<file path="src/nvbw_pkg.sv">
// Package for the bytewide nonvolatile memory host controller.
// Assumes a 20 MHz system clock; all pin timing is counted in its cycles.
package nvbw_pkg;
  // Clock period in ns
  localparam int unsigned CLK_PERIOD_NS       = 50;
  // Pin timing figures in ns
  localparam int unsigned SELECT_ACTIVE_MIN_NS = 70;
  localparam int unsigned SELECT_ACTIVE_MAX_NS = 2000;
  localparam int unsigned PRECHARGE_MIN_NS     = 60;
  localparam int unsigned DATA_SETUP_NS        = 30;
  localparam int unsigned ACCESS_TIME_NS       = 70;
  // Least times round up, longest round down, never below one cycle
  localparam int unsigned SELECT_ACTIVE_MIN_CYC =
    (SELECT_ACTIVE_MIN_NS + CLK_PERIOD_NS - 1) / CLK_PERIOD_NS;
  localparam int unsigned SELECT_ACTIVE_MAX_CYC = SELECT_ACTIVE_MAX_NS / CLK_PERIOD_NS;
  localparam int unsigned PRECHARGE_MIN_CYC =
    (PRECHARGE_MIN_NS + CLK_PERIOD_NS - 1) / CLK_PERIOD_NS;
  localparam int unsigned DATA_SETUP_CYC =
    (DATA_SETUP_NS + CLK_PERIOD_NS - 1) / CLK_PERIOD_NS;
  localparam int unsigned ACCESS_CYC =
    (ACCESS_TIME_NS + CLK_PERIOD_NS - 1) / CLK_PERIOD_NS;
  // Bus geometry
  localparam int unsigned ADDR_W   = 15;
  localparam int unsigned DATA_W   = 8;
  localparam int unsigned ROW_BYTES = 4;
  localparam int unsigned CNT_W    = 8;
  // Controller states
  typedef enum logic [2:0] {
    NVBW_IDLE   = 3'b000,
    NVBW_SETUP  = 3'b001,
    NVBW_ACTIVE = 3'b010,
    NVBW_PRECH  = 3'b011
  } nvbw_state_e;
endpackage

</file>
<file path="src/nvbw_host.sv">
// Host controller driving a bytewide asynchronous nonvolatile memory.
// Assumes the memory pins are joined by the bench; data pins are split
// into input, output and output enable.

// Summary of operation
// - Host holds write data stable for setup before that end.
// - Host keeps select high at least the precharge time.
// - Host raises select within the maximum low time.
// - Host gives each access its own select falling edge.
// - Host takes no request while supply is out of tolerance.
// - 15-bit address selects one of 32768 bytes, 8 data bits.
// - Select low between 70 ns and 2000 ns each cycle.
module nvbw_host #(
  parameter int unsigned ACTIVE_CYC = nvbw_pkg::SELECT_ACTIVE_MIN_CYC,
  parameter int unsigned PRECH_CYC  = nvbw_pkg::PRECHARGE_MIN_CYC,
  parameter bit          WE_CTRL    = 1'b0
) (
  input  wire logic                        clk,
  input  wire logic                        rst_n,
  input  wire logic                        supply_ok,
  input  wire logic                        req_valid,
  input  wire logic                        req_write,
  input  wire logic [nvbw_pkg::ADDR_W-1:0] req_addr,
  input  wire logic [nvbw_pkg::DATA_W-1:0] req_wdata,
  output logic                             req_ready,
  output logic                             rsp_valid,
  output logic      [nvbw_pkg::DATA_W-1:0] rsp_rdata,
  output logic                             chip_select_n,
  output logic                             write_strobe_n,
  output logic                             output_drive_n,
  output logic      [nvbw_pkg::ADDR_W-1:0] address_lines,
  input  wire logic [nvbw_pkg::DATA_W-1:0] data_lines_in,
  output logic      [nvbw_pkg::DATA_W-1:0] data_lines_out,
  output logic                             data_lines_oe
);
  // Elaboration checks: refuse timing that the sequencer cannot serve
  // Select must stay low for the least active time
  if (ACTIVE_CYC < nvbw_pkg::SELECT_ACTIVE_MIN_CYC) begin : g_act_short
    $error("nvbw_host: select active time too short");
  end

  // Select must rise before the longest active time runs out
  if (ACTIVE_CYC > nvbw_pkg::SELECT_ACTIVE_MAX_CYC) begin : g_act_long
    $error("nvbw_host: select active time too long");
  end

  // Data must settle before the write ends; a late strobe costs a cycle
  if (ACTIVE_CYC < nvbw_pkg::DATA_SETUP_CYC + (WE_CTRL ? 2 : 1)) begin : g_setup_short
    $error("nvbw_host: no room for write data setup");
  end

  // Strobe needs one cycle of select before it may fall
  if (ACTIVE_CYC < 2) begin : g_act_min
    $error("nvbw_host: select active below two cycles");
  end

  // Select must stay high for the whole precharge
  if (PRECH_CYC < nvbw_pkg::PRECHARGE_MIN_CYC) begin : g_prech_short
    $error("nvbw_host: precharge too short");
  end

  // Phase counter must hold the longest phase
  if (ACTIVE_CYC >= (1 << nvbw_pkg::CNT_W) || PRECH_CYC >= (1 << nvbw_pkg::CNT_W)) begin : g_cnt_w
    $error("nvbw_host: phase counter too narrow");
  end

  // Last count of each phase
  localparam logic [nvbw_pkg::CNT_W-1:0] ACT_LAST = nvbw_pkg::CNT_W'(ACTIVE_CYC - 1);
  localparam logic [nvbw_pkg::CNT_W-1:0] PRE_LAST = nvbw_pkg::CNT_W'(PRECH_CYC - 1);

  // Write styles; the select style is decoded in two states, the strobe style only in the active state
  function automatic logic is_select_write(input logic wr);
    is_select_write = wr && !WE_CTRL;
  endfunction

  function automatic logic is_strobe_write(input logic wr);
    is_strobe_write = wr && WE_CTRL;
  endfunction

  // All controller state in one register
  typedef struct packed {
    nvbw_pkg::nvbw_state_e       state;
    logic [nvbw_pkg::CNT_W-1:0]  cnt;
    logic                        wr;
    logic                        req_ready;
    logic                        rsp_valid;
    logic [nvbw_pkg::DATA_W-1:0] rdata;
    logic                        cs_n;
    logic                        we_n;
    logic                        oe_n;
    logic [nvbw_pkg::ADDR_W-1:0] addr;
    logic [nvbw_pkg::DATA_W-1:0] dout;
    logic                        doe;
  } nvbw_host_s;

  // Registered state and its next value
  nvbw_host_s st_reg;
  nvbw_host_s st_next;
  logic [nvbw_pkg::DATA_W-1:0] din_sync;

  // Data pins come from outside the clock domain
  nvbw_sync #(
    .WIDTH (nvbw_pkg::DATA_W)
  ) u_sync (
    .clk      (clk),
    .rst_n    (rst_n),
    .async_in (data_lines_in),
    .sync_out (din_sync)
  );

  // Cycle sequencer: setup, select-low access, select-high precharge
  always_comb begin
    st_next = st_reg;
    st_next.rsp_valid = 1'b0;
    case (st_reg.state)
      // Wait for a request; address and controls are set up on taking it
      nvbw_pkg::NVBW_IDLE: begin
        // No access while supply is bad; ready only then
        st_next.req_ready = supply_ok;
        if (req_valid && st_reg.req_ready && supply_ok) begin
          st_next.req_ready = 1'b0;
          st_next.wr        = req_write;
          st_next.addr      = req_addr;   // Set up one cycle before select falls
          st_next.dout      = req_wdata;
          st_next.doe       = 1'b0;
          // Select-controlled write: strobe low before select falls
          st_next.we_n      = !is_select_write(req_write);
          st_next.oe_n      = req_write;  // Reads enable the memory output
          st_next.state     = nvbw_pkg::NVBW_SETUP;
        end
      end
      // Address has settled; drop select to start the cycle
      nvbw_pkg::NVBW_SETUP: begin
        st_next.cs_n  = 1'b0;            // Own falling edge per access
        st_next.cnt   = '0;
        st_next.doe   = is_select_write(st_reg.wr); // Memory is released here
        st_next.state = nvbw_pkg::NVBW_ACTIVE;
      end
      // Select low; count out the active time
      nvbw_pkg::NVBW_ACTIVE: begin
        st_next.cnt = st_reg.cnt + 1'b1;
        // Strobe-controlled write: strobe falls one cycle after select
        if (is_strobe_write(st_reg.wr) && st_reg.cnt == '0) begin
          st_next.we_n = 1'b0;
        end
        // Drive only once the memory has released on strobe fall
        if (is_strobe_write(st_reg.wr) && !st_reg.we_n) begin
          st_next.doe = 1'b1;
        end
        if (st_reg.cnt == ACT_LAST) begin
          // Strobe and select rise together, ending the write
          st_next.cs_n  = 1'b1;
          st_next.we_n  = 1'b1;
          st_next.oe_n  = 1'b1;
          st_next.cnt   = '0;
          st_next.state = nvbw_pkg::NVBW_PRECH;
          if (!st_reg.wr) begin
            // Limitation: this is the pin two cycles back, so the active time
            // must cover the memory access time plus the synchroniser
            st_next.rdata     = din_sync;
            st_next.rsp_valid = 1'b1;
          end else begin
            st_next.rsp_valid = 1'b1;   // Write done within the bus cycle
          end
        end
      end
      // Select high; count out the precharge
      nvbw_pkg::NVBW_PRECH: begin
        // Hold data one cycle past select rise for hold time, then release
        st_next.doe = 1'b0;
        st_next.cnt = st_reg.cnt + 1'b1;
        if (st_reg.cnt == PRE_LAST) begin   // Select high for precharge
          st_next.state     = nvbw_pkg::NVBW_IDLE;
          st_next.req_ready = supply_ok;
        end
      end
      // Unused code: park with all pins idle
      default: begin
        st_next.state = nvbw_pkg::NVBW_IDLE;
        st_next.cs_n  = 1'b1;
        st_next.we_n  = 1'b1;
        st_next.oe_n  = 1'b1;
        st_next.doe   = 1'b0;
      end
    endcase
  end

  // State register
  always_ff @(posedge clk or negedge rst_n) begin
    if (!rst_n) begin
      // Pins idle high, host not driving, not ready
      st_reg       <= '0;
      st_reg.state <= nvbw_pkg::NVBW_IDLE;
      st_reg.cs_n  <= 1'b1;
      st_reg.we_n  <= 1'b1;
      st_reg.oe_n  <= 1'b1;
    end else begin
      st_reg <= st_next;
    end
  end

  // Outputs straight from the state register
  assign req_ready      = st_reg.req_ready;
  assign rsp_valid      = st_reg.rsp_valid;
  assign rsp_rdata      = st_reg.rdata;
  assign chip_select_n  = st_reg.cs_n;
  assign write_strobe_n = st_reg.we_n;
  assign output_drive_n = st_reg.oe_n;
  assign address_lines  = st_reg.addr;  // Held while select is low; changes only when a request is taken
  assign data_lines_out = st_reg.dout;
  assign data_lines_oe  = st_reg.doe;
endmodule

</file>
<file path="src/nvbw_sync.sv">
// Two-flop synchroniser bank for the data pins read back from the memory.
// Assumes the input arrives from outside the clock domain.
module nvbw_sync #(
  parameter int unsigned WIDTH = 8
) (
  input  wire logic             clk,
  input  wire logic             rst_n,
  input  wire logic [WIDTH-1:0] async_in,
  output logic      [WIDTH-1:0] sync_out
);
  logic [WIDTH-1:0] stage1_reg;

  // First stage is read only by the second stage
  always_ff @(posedge clk or negedge rst_n) begin
    if (!rst_n) begin
      stage1_reg <= '0;
      sync_out   <= '0;
    end else begin
      stage1_reg <= async_in;
      sync_out   <= stage1_reg;
    end
  end
endmodule

</file>
<file path="config.mk">
export PLATFORM = sky130hd
export DESIGN_NAME = nvbw_host
export DESIGN_NICKNAME = d
export VERILOG_FILES = /design/src/nvbw_pkg.sv /design/src/nvbw_host.sv /design/src/nvbw_sync.sv
export SDC_FILE = /design/constraint.sdc
export NUM_CORES = 1
export LEC_CHECK = 0
export BUFFER_PORTS_ARGS = -buffer_cell sky130_fd_sc_hd__buf_2
export CAP_MARGIN = 10
export CORE_MARGIN = 4
export CORE_UTILIZATION = 47
export CTS_CLUSTER_DIAMETER = 150
export CTS_CLUSTER_SIZE = 8
export DETAILED_ROUTE_END_ITERATION = 10
export PLACE_DENSITY = 0.85
export SYNTH_ARGS = -nofsm -noshare
export SYNTH_HDL_FRONTEND = slang
export SYNTH_HIERARCHICAL = 1
export SYNTH_SLANG_ARGS = --single-unit
</file>
<file path="constraint.sdc">
create_clock -name clk -period 1.8 [get_ports clk]
set_input_delay 0.09 -clock clk [delete_from_list [all_inputs] [get_ports clk]]
set_output_delay 0.09 -clock clk [all_outputs]
set_load 0.01 [all_outputs]
</file>
==> results.md, run 1 <==
- Core outline area: 5570 µm²
- Antenna violations before repair: 0
- DR pass1 iterations: 4
- Routed wl met2: 2980 µm
- Final max-slew violation count: 0
- Post-route cell area: approximately 3600 µm²
- H-Tree Depth: 3
- Vias/cell: between 4 and 5
- Worst EP arrival: 1.99 ns
- Worst r2r src: st_reg[45]
- Dpl cells: 326
- Post-synth EDFFs: 0
- CP Launch Type: register
- R2R setup slack: 0.02 ns
- Port buffer count: between 70 and 80
- Pin count of the biggest net entering global routing: 65
- Final ANT Viol Nets: 0
- Dpl cell area: roughly 3000 µm²
- Fmax: 0.561 GHz
- Clk Latency, worst-skew pair: 0.33 ns
- DP Wirelength: between 3000 and 4000 µm
- Yosys cell types: 36
- Finished Layout Cells: 377
- Vias in the first global route: 1978
- Highest routed layer: met4
- Final setup margin: 0.0168 ns
- Post-layout total power: 5.75 mW
- Routed WL: 5570 µm
- Cell area after synthesis: 2740 µm²
- Die W: 84.3 µm
- Row count: 27
- Synthesized flop and latch total: 64
- All-layer global routing usage: 16.8%
- Via count: 1862
- Status: finished, final reports clean
- Capture point of the worst reg-to-reg path: rsp_rdata[1]
- Post-synth net total: between 200 and 250
- RSZ-0062 raised after global routing: yes
- Post-Place Setup Slack: -0.0117 ns
- Final setup viols: 0
- Final period util: 99.1%
- Seq/Total Area, Yosys: between 50% and 60%
- Setup crit end kind: register
- Count of final hold-check violations: 0
- CP required: 2.01 ns
- Root Driver: clkbuf_8
- Clock buffer depth: 2
- Hold path start: req_write
- Relative slew margins: 77.0%
- Min-Delay Path Class: in -> reg
- Hold Path Depth: 3
- Synth area leader: dfrtp_1
- Critical path peak fanout: 8
- Detailed router's first-iteration violation count: 48
- Max-cap viol count: 0
- Final Net Count: 344
- Worst-Margin Slew: 0.343 ns
- Layout cell share with drive strength beyond 1: 46.6%
- Top cells by area, synth: dfrtp_1, mux2_2, buf_4
- Setup Skew: 0.0124 ns
- Detailed-route wire length per cell: around 15 µm
- Async SR Flop Fraction: 100%
- Clock buffers created by TritonCTS: 9
- I/O pin count: 73
- Clk sink count: 64
- Worst vdd ir: 0.790 mV
- Number of flip-flops in the largest register: 15
- DIE AREA: 7110 µm²
- First-pass GRT wire length: 9200 µm
- CTS tree: built
- Reg clk slew, reported paths: about 0.070 ns
- Metal3 WL: 223 µm
- DRT met1 WL: 2240 µm
- # DRC: 0
- Worst hold endpoint: write_strobe_n
- Minimum clock period: ~1.8 ns
- Fillers: about 430
- Diodes inserted: 0
- P_leak: 1.81 nW
- Dominant register cell in the synthesized netlist: dfrtp_1
- Area delta synth->final: 33.1%
- Pwr dens: 1580 nW/µm²
- Gr ovfl total: 0
- Gp weighted congestion: 0.808
- R2R depth: 4
- Effective utilization at floorplan: approximately half
- Mapped Cells: 206
- Post-synth top area share: 55.7%
- Crit Path Class: reg -> reg
- Yosys warning count: 6
- Mean post-synth cell area: 13.3 µm²
- Vert. Die Dim: 84.3 µm
cells by family (layout without fill, tap and decap cells):
logic type / after synthesis / count (layout) / share of synthesized area, %
DFF: 64 / 64 / 58.6
buffers and inverters: 40 / 139 / 10.0
and+or+nand+nor: 39 / 39 / 7.72
muxes: 32 / 32 / 14.2
AOI/OAI and AO/OA: 18 / 18 / 4.34
adders and majority gates: 7 / 7 / 3.20
xor gates and xnor gates: 6 / 6 / 1.92
how the worst max path moves through the flow:
| stage | from | end | slack (ns) | cells after the start |
|---|---|---|---|---|
| floorplan | st_reg[46] | rsp_rdata[0] | 0.01 | 6 |
| global placement | st_reg[45] | rsp_rdata[0] | 0.04 | 5 |
| detailed placement | st_reg[45] | rsp_rdata[7] | -0.01 | 5 |
| CTS | st_reg[40] | rsp_rdata[2] | 0.008 | 5 |
| global route | st_reg[45] | rsp_rdata[2] | -0.04 | 4 |
| finish | st_reg[45] | rsp_rdata[1] | 0.02 | 4 |
cell type report:
cell class                      instances  area, µm²  share of cell area [%]
Multi-Input combinational cell        102        870                    23.9
Timing Repair Buffer                  119        818                    22.5
Sequential cell                        64       1610                    44.0
Clock inverter                          5        105                    2.88
Inverter                                5       18.8                   0.515
Tap cell                               72       90.1                    2.47
Clock buffer                           10        138                    3.78
metrics by stage:
step	hold slack (ns)	util, %	TNS [ns]
after CTS	0.0247	65.1	0
after floorplan	-0.206	-	0
final	0.0482	65.4	0
after global placement	0.122	54.6	0
after global routing	0.0346	65.4	-0.275
after detailed placement	0.127	54.6	-0.0646
cells in the final DEF, fill, tap and decap left out, drive strengths merged, types with 2 or more instances in the layout:
cell and instances:
a211oi 2, a21oi 4, and2 2, buf 87, bufinv 3, clkbuf 10
clkinvlp 2, dfrtp 61, dfstp 3, dlygate4sd3 32, ha 7, inv 5
mux2 31, nand2 8, nand3 5, nand4 2, nor2 11, nor2b 2
nor3 2, nor4 2, o21ai 4, o22a 2, o31ai 2, xnor2 3
xor2 3
worst max-delay path: stages (launching register included):
cell and delay (ns):
dfrtp_1 0.42, nor4_4 0.36, nand3_2 0.11, or3_4 0.44, mux2_4 0.33
repair_timing:
item                                    in CTS  in global routing
setup buffers                                2                  3
endpoints found under the setup margin      13                  8
endpoints found under the hold margin       92                  0
resized for setup                            2                  1
hold buffers                                32                  0
pin swaps                                    1                  2
power by group:
| group | switching, mW | internal [mW] |
|---|---|---|
| Combinational | 0.986 | 1.08 |
| Sequential | 0.262 | 1.94 |
| Clock | 0.532 | 0.950 |
| Total | 1.78 | 3.97 |
cells in the mapped netlist (2+ instances only):
cell type	count
inv_1	5
mux2_4	8
nor2b_1	2
a211oi_1	2
o22a_1	2
nand4_1	2
and2_1	2
a21oi_1	4
xnor2_1	3
o31ai_1	2
dfrtp_1	61
nor3_1	2
xor2_1	3
dfstp_2	3
clkbuf_1	3
mux2_2	23
ha_1	7
nand2_1	8
buf_4	31
nor2_1	11
nand3_1	4
o21ai_0	4
per-layer routing:
metal	GRT usage [%]	up-vias
met1	18.9	927
met4	10.2	0
li1	-	867
met2	29.1	58
met3	3.73	10
met5	0	-
(Power assumes the default switching activity.)
==> run 2, diff against run 1 <==
CTS_CLUSTER_SIZE = 14   (was 8)
PLACE_DENSITY = default   (was 0.85)
PLACE_DENSITY_LB_ADDON = 0.1   (was default)
==> results.md, run 2 (same netlist as run 1, synthesis figures left out) <==
- All-layer global routing usage: 15.4% (-1.4 points)
- I/O pin count: 73 (unchanged)
- Setup crit end kind: register
- Clk sink count: 64 (unchanged)
- Detailed-route wire length per cell: 13.5 µm (-8.3%)
- Setup TNS: 0 ns (unchanged)
- Final Net Count: 344 (unchanged)
- Gr ovfl total: 0 (unchanged)
- Fillers: 431 (+1.4%)
- Layout cell share with drive strength beyond 1: 46.1% (-0.48 points)
- Routed WL: 5120 µm (-8.0%)
- Effective utilization at floorplan: 49.1% (unchanged)
- Slowest stage cell, crit path: dfrtp_1
- Dpl cells: 329 (+0.92%)
- Clock buffers created by TritonCTS: 9 (unchanged)
- Core Util, Final: 64.9% (-0.52 points)
- Die W: 84.3 µm (unchanged)
- Fmax: 0.573 GHz (+2.2%)
- DP Wirelength: 3350 µm (-6.0%)
- Crit Path Class: reg -> reg
- H-Tree Depth: 3 (unchanged)
- Dpl cell area: 3060 µm² (+0.74%)
- Relative slew margins: 78.0% (+1.0 points)
- Area delta synth->final: 32.0%
- Reg clk slew, reported paths: 0.07 ns (about the same)
- Antenna violations before repair: 0 (unchanged)
- Min-Delay Path Class: in -> reg
- DR pass1 iterations: 4 (unchanged)
- Critical path peak fanout: 8 (unchanged)
- Gp weighted congestion: 0.834 (+3.3%)
- Critical-path cell list: nor4_4, nand3_2, or3_1, buf_6, mux2_4
- Setup Skew: 0.00641 ns (-0.00601 ns)
- Core outline area: 5570 µm² (unchanged)
- Count of final hold-check violations: 0 (unchanged)
- Clock buffer depth: 2 (unchanged)
- CTS tree: built
- Worst EP arrival: 1.96 ns (-0.03 ns)
- CP required: 2.02 ns (about the same)
- Row count: 27 (unchanged)
- Port buffer count: 72 (unchanged)
- Worst-Margin Slew: 0.330 ns (-0.0134 ns)
- Final ANT Viol Nets: 0 (unchanged)
- Post-route cell area: 3620 µm² (-0.79%)
- Vias/cell: 4.62 (-6.5%)
- CP Launch Type: register
- Most frequent cells in the layout: buf_2, dfrtp_1, dlygate4sd3_1, mux2_2, buf_4
- Commonest non-fill, non-tap cell in the layout: buf_2
- Final setup margin: 0.0556 ns (+0.0388 ns)
- Vert. Die Dim: 84.3 µm (unchanged)
- Finished Layout Cells: 378 (+0.27%)
- Final max-slew violation count: 0 (unchanged)
- Number of flip-flops in the largest register: 15 (unchanged)
- Final period util: 96.9% (-2.2 points)
- Diodes inserted: 0 (unchanged)
- Vias in the first global route: 1815 (-8.2%)
- RSZ-0062 raised after global routing: yes
- Pin count of the biggest net entering global routing: 65 (unchanged)
- Minimum clock period: 1.74 ns (-0.0388 ns)
- DIE AREA: 7110 µm² (unchanged)
- Post-layout total power: 5.56 mW (-3.3%)
- Worst vdd ir: 0.886 mV (+12%)
- Max-cap viol count: 0 (unchanged)
- First-pass GRT wire length: 8690 µm (-5.5%)
- Root Driver: clkbuf_8
- Post-Place Setup Slack: 0.0265 ns (+0.0382 ns)
- Critical Path Max Stage Delay: 0.42 ns (-0.02 ns)
- Via count: 1746 (-6.2%)
- Pwr dens: 1540 nW/µm² (-2.5%)
- Clk Latency, worst-skew pair: 0.33 ns (about the same)
- Detailed router's first-iteration violation count: 62 (+29%)
- Final setup viols: 0 (unchanged)
- Status: finished, final reports clean
- # DRC: 0 (unchanged)
- P_leak: 1.79 nW (-0.97%)
- Min Hold Slack: 0.0284 ns (-0.0197 ns)
==> run 2: cell count changes in the layout (fill, tap and decap cells not counted) <==
| cell | change |
|---|---|
| buf_4 | -1 |
| clkinv_2 | +1 |
| nor3b_1 | +1 |
| clkinvlp_4 | +1 |
| clkinv_4 | +1 |
| clkbuf_8 | -1 |
| bufinv_16 | -1 |
| or3_4 | -1 |
| nor3b_2 | -1 |
| buf_6 | +1 |
| or3_1 | +1 |
==> run 2: power breakdown <==
| group | internal (mW) | switching, mW |
|---|---|---|
| clock | 0.778 | 0.545 |
| sequential | 1.94 | 0.243 |
| combinational | 1.08 | 0.971 |
| total | 3.80 | 1.76 |
==> run 2: area by class of cell <==
type / instances / area, µm² / area share, %
clock inverter: 7 / 96.3 / 2.66
clock buffer: 9 / 124 / 3.43
tap: 72 / 90.1 / 2.49
sequential: 64 / 1610 / 44.4
inverter: 5 / 18.8 / 0.519
multi-input combinational: 102 / 860 / 23.8
timing repair buffer: 119 / 822 / 22.7
==> run 2: path summary, 6_finish.rpt <==
kind,from,to,slack [ns],depth (start not counted)
worst max-delay path,st_reg[40],rsp_rdata[6],0.06,5
worst min-delay path,supply_ok,req_ready,0.03,3
worst max register to register,st_reg[40],rsp_rdata[6],0.06,5
worst min register to register,u_sync/stage1_reg[1],u_sync/sync_out[1],0.35,0
max in group asynchronous,rst_n,chip_select_n,1.18,3
min in group asynchronous,rst_n,u_sync/sync_out[5],0.29,3
==> run 2: worst max-delay path: cells and delay by family (launching register included) <==
family	cells	cell delay, ns
simple gates	3	0.74
buf+inv	1	0.16
mux	1	0.29
flops	1	0.42
==> run 2: what timing repair did <==
item | in CTS | in global routing
hold buffers | 32 | 0
buffers inserted | 0 | 1
resized for setup | 0 | 1
endpoints found under the hold margin | 92 | 0
endpoints found under the setup margin | 0 | 8
==> run 2: per-layer routing <==
layer  GRT usage [%]  routed length, µm
met1            20.1               2300
met2            24.0               2470
met3            5.10                294
met4            5.61                 54
met5               0                  0
==> run 3, diff against run 2 <==
CORE_ASPECT_RATIO = 1.4   (was default)
==> results.md, run 3 (same netlist as run 1, synthesis figures left out) <==
- Status: finished, final reports clean
- Final max-slew violation count: 0 (unchanged)
- Post-Place Setup Slack: -0.00776 ns (-0.0343 ns)
- # DRC: 0 (unchanged)
- Minimum clock period: 1.77 ns (+0.0261 ns)
- Core Util, Final: 65.0% (+0.080 points)
- Pin count of the biggest net entering global routing: 27 (-58%)
- Setup crit end kind: register
- Internal power: 3.66 mW (-3.7%)
- Effective utilization at floorplan: 49.2% (+0.077 points)
- Dpl cells: 327 (-0.61%)
- Power share of the clock group: 22.0% (-1.8 points)
- Most frequent cells in the layout: buf_2, dfrtp_1, dlygate4sd3_1, mux2_2, buf_4
- Root Driver: clkbuf_8
- Vias in the first global route: 1853 (+2.1%)
- Die W: 72.5 µm (-14%)
- Core outline area: 5570 µm² (-0.16%)
- Layout cell share with drive strength beyond 1: 46.0% (-0.12 points)
- Clk sink count: 64 (unchanged)
- DP Wirelength: 3600 µm (+7.3%)
- Critical-path cell list: nor4_4, nand3_2, or3_1, buf_6, mux2_4
- Crit Path Class: reg -> reg
- First-pass GRT wire length: 8770 µm (+0.94%)
- DIE AREA: 7130 µm² (+0.24%)
- Pwr dens: 1500 nW/µm² (-2.4%)
- Final ANT Viol Nets: 0 (unchanged)
- Gr ovfl total: 0 (unchanged)
- Slowest stage cell, crit path: dfrtp_1
- Reg clk slew, reported paths: 0.07 ns (about the same)
- CP required: 2.02 ns (about the same)
- DR pass1 iterations: 4 (unchanged)
- Clock buffer depth: 2 (unchanged)
- Net Sw Frac: 32.5% (+0.88 points)
- Row count: 32 (+19%)
- Post-route cell area: 3610 µm² (about the same)
- Count of final hold-check violations: 0 (unchanged)
- Post-layout total power: 5.42 mW (-2.4%)
- Worst vdd ir: 0.761 mV (-14%)
- RSZ-0062 raised after global routing: no
- Gp weighted congestion: 0.786 (-5.8%)
- Fillers: 425 (-1.4%)
- Number of flip-flops in the largest register: 15 (unchanged)
- Antenna violations before repair: 0 (unchanged)
- Commonest non-fill, non-tap cell in the layout: buf_2
- P_leak: 1.79 nW (+0.39%)
- Final Net Count: 347 (+0.87%)
- Critical Path Max Stage Delay: 0.42 ns (about the same)
- Min-Delay Path Class: in -> reg
- Fmax: 0.565 GHz (-1.5%)
- Switch Pwr: 1.76 mW (+0.30%)
- CP Launch Type: register
- Dpl cell area: 3070 µm² (+0.33%)
- Final setup viols: 0 (unchanged)
- Worst EP arrival: 1.99 ns (+0.03 ns)
- I/O pin count: 73 (unchanged)
- H-Tree Depth: 3 (unchanged)
- Diodes inserted: 0 (unchanged)
- Vert. Die Dim: 98.3 µm (+17%)
- Routed WL: 5290 µm (+3.3%)
- Clock buffers created by TritonCTS: 9 (unchanged)
- Setup Skew: 0.00944 ns (+0.00303 ns)
- Detailed-route wire length per cell: 14.0 µm (+3.6%)
- Max-cap viol count: 0 (unchanged)
- Detailed router's first-iteration violation count: 75 (+21%)
- Clk Latency, worst-skew pair: 0.34 ns (about the same)
- CTS tree: built
- Seq pwr share: 40.3% (+1.1 points)
- All-layer global routing usage: 16.3% (+0.88 points)
- Final setup margin: 0.0295 ns (-0.0261 ns)
- Area delta synth->final: 32.0% (about the same)
- Worst-Margin Slew: 0.591 ns (+0.261 ns)
- Comb power frac: 37.7% (+0.7 points)
- Vias/cell: 4.71 (+2.0%)
- Via count: 1776 (+1.7%)
- Finished Layout Cells: 377 (-0.26%)
- Final period util: 98.4% (+1.5 points)
- Critical path peak fanout: 8 (unchanged)
- Port buffer count: 72 (unchanged)
- Relative slew margins: 60.6% (-17 points)
-- run 3: cell count changes in the layout (fill, tap and decap cells not counted), sizes merged --
| cell | change |
|---|---|
| buf | +1 |
| bufinv | -1 |
| clkinv | +2 |
| clkinvlp | -1 |
| dlygate4sd3 | +2 |
-- run 3: layout make-up --
type / instances / area, µm² / share of cell area [%]
Clock buffer: 9 / 124 / 3.43
Multi-Input combinational cell: 102 / 860 / 23.8
Inverter: 5 / 18.8 / 0.519
Sequential cell: 64 / 1610 / 44.4
Tap cell: 68 / 85.1 / 2.35
Timing Repair Buffer: 122 / 850 / 23.5
Clock inverter: 7 / 72.6 / 2.01
-- run 3: layer usage --
layer  track usage (%)  vias up  share of wire [%]
li1                  -      867                  -
met3              6.28       10                6.0
met4              6.82        0                2.2
met1              18.4      854                 40
met5                 0        -                  0
met2              27.0       45                 52
-- run 3: repair_timing --
action                     4_1_cts  5_1_grt
hold buffers                    34        0
gates resized for setup          1        0
hold endpoints to repair        54        0
setup endpoints to repair        6        8
pin swaps                        1        2
buffers inserted                 0        0
-- run 3: worst max-delay path, delay by kind of cell, from the launching register on --
kind | cells | cell delay (ns)
buf+inv | 1 | 0.16
flops | 1 | 0.42
mux | 1 | 0.30
simple gates | 3 | 0.77
-- run 3: path summary, 6_finish.rpt --
check,from,endpoint,slack [ns],cells after the start
min reg2reg,u_sync/stage1_reg[6],u_sync/sync_out[6],0.35,0
min in group asynchronous,rst_n,u_sync/stage1_reg[1],0.29,2
max reg2reg,st_reg[45],rsp_rdata[4],0.03,5
min,req_valid,req_ready,0.11,4
max in group asynchronous,rst_n,data_lines_out[3],0.87,3
max,st_reg[45],rsp_rdata[4],0.03,5
-- run 3: per-stage QoR --
step | hold slack (ns) | TNS, ns
5_1_grt | 0.165 | 0
2_1_floorplan | -0.206 | 0
6_report | 0.108 | 0
3_5_place_dp | 0.129 | -0.00876
3_3_place_gp | 0.134 | 0
4_1_cts | 0.0901 | 0
-- run 3: power groups by stage --
| stage | clock network [mW] | logic (mW) | registers [mW] |
|---|---|---|---|
| 2_1_floorplan | 0 | 1.65 | 2.19 |
| 3_3_place_gp | 0 | 1.98 | 2.20 |
| 3_5_place_dp | 0 | 2.00 | 2.22 |
| 4_1_cts | 1.24 | 2.07 | 2.19 |
| 5_1_grt | 1.30 | 2.25 | 2.25 |
| 6_report | 1.19 | 2.04 | 2.19 |
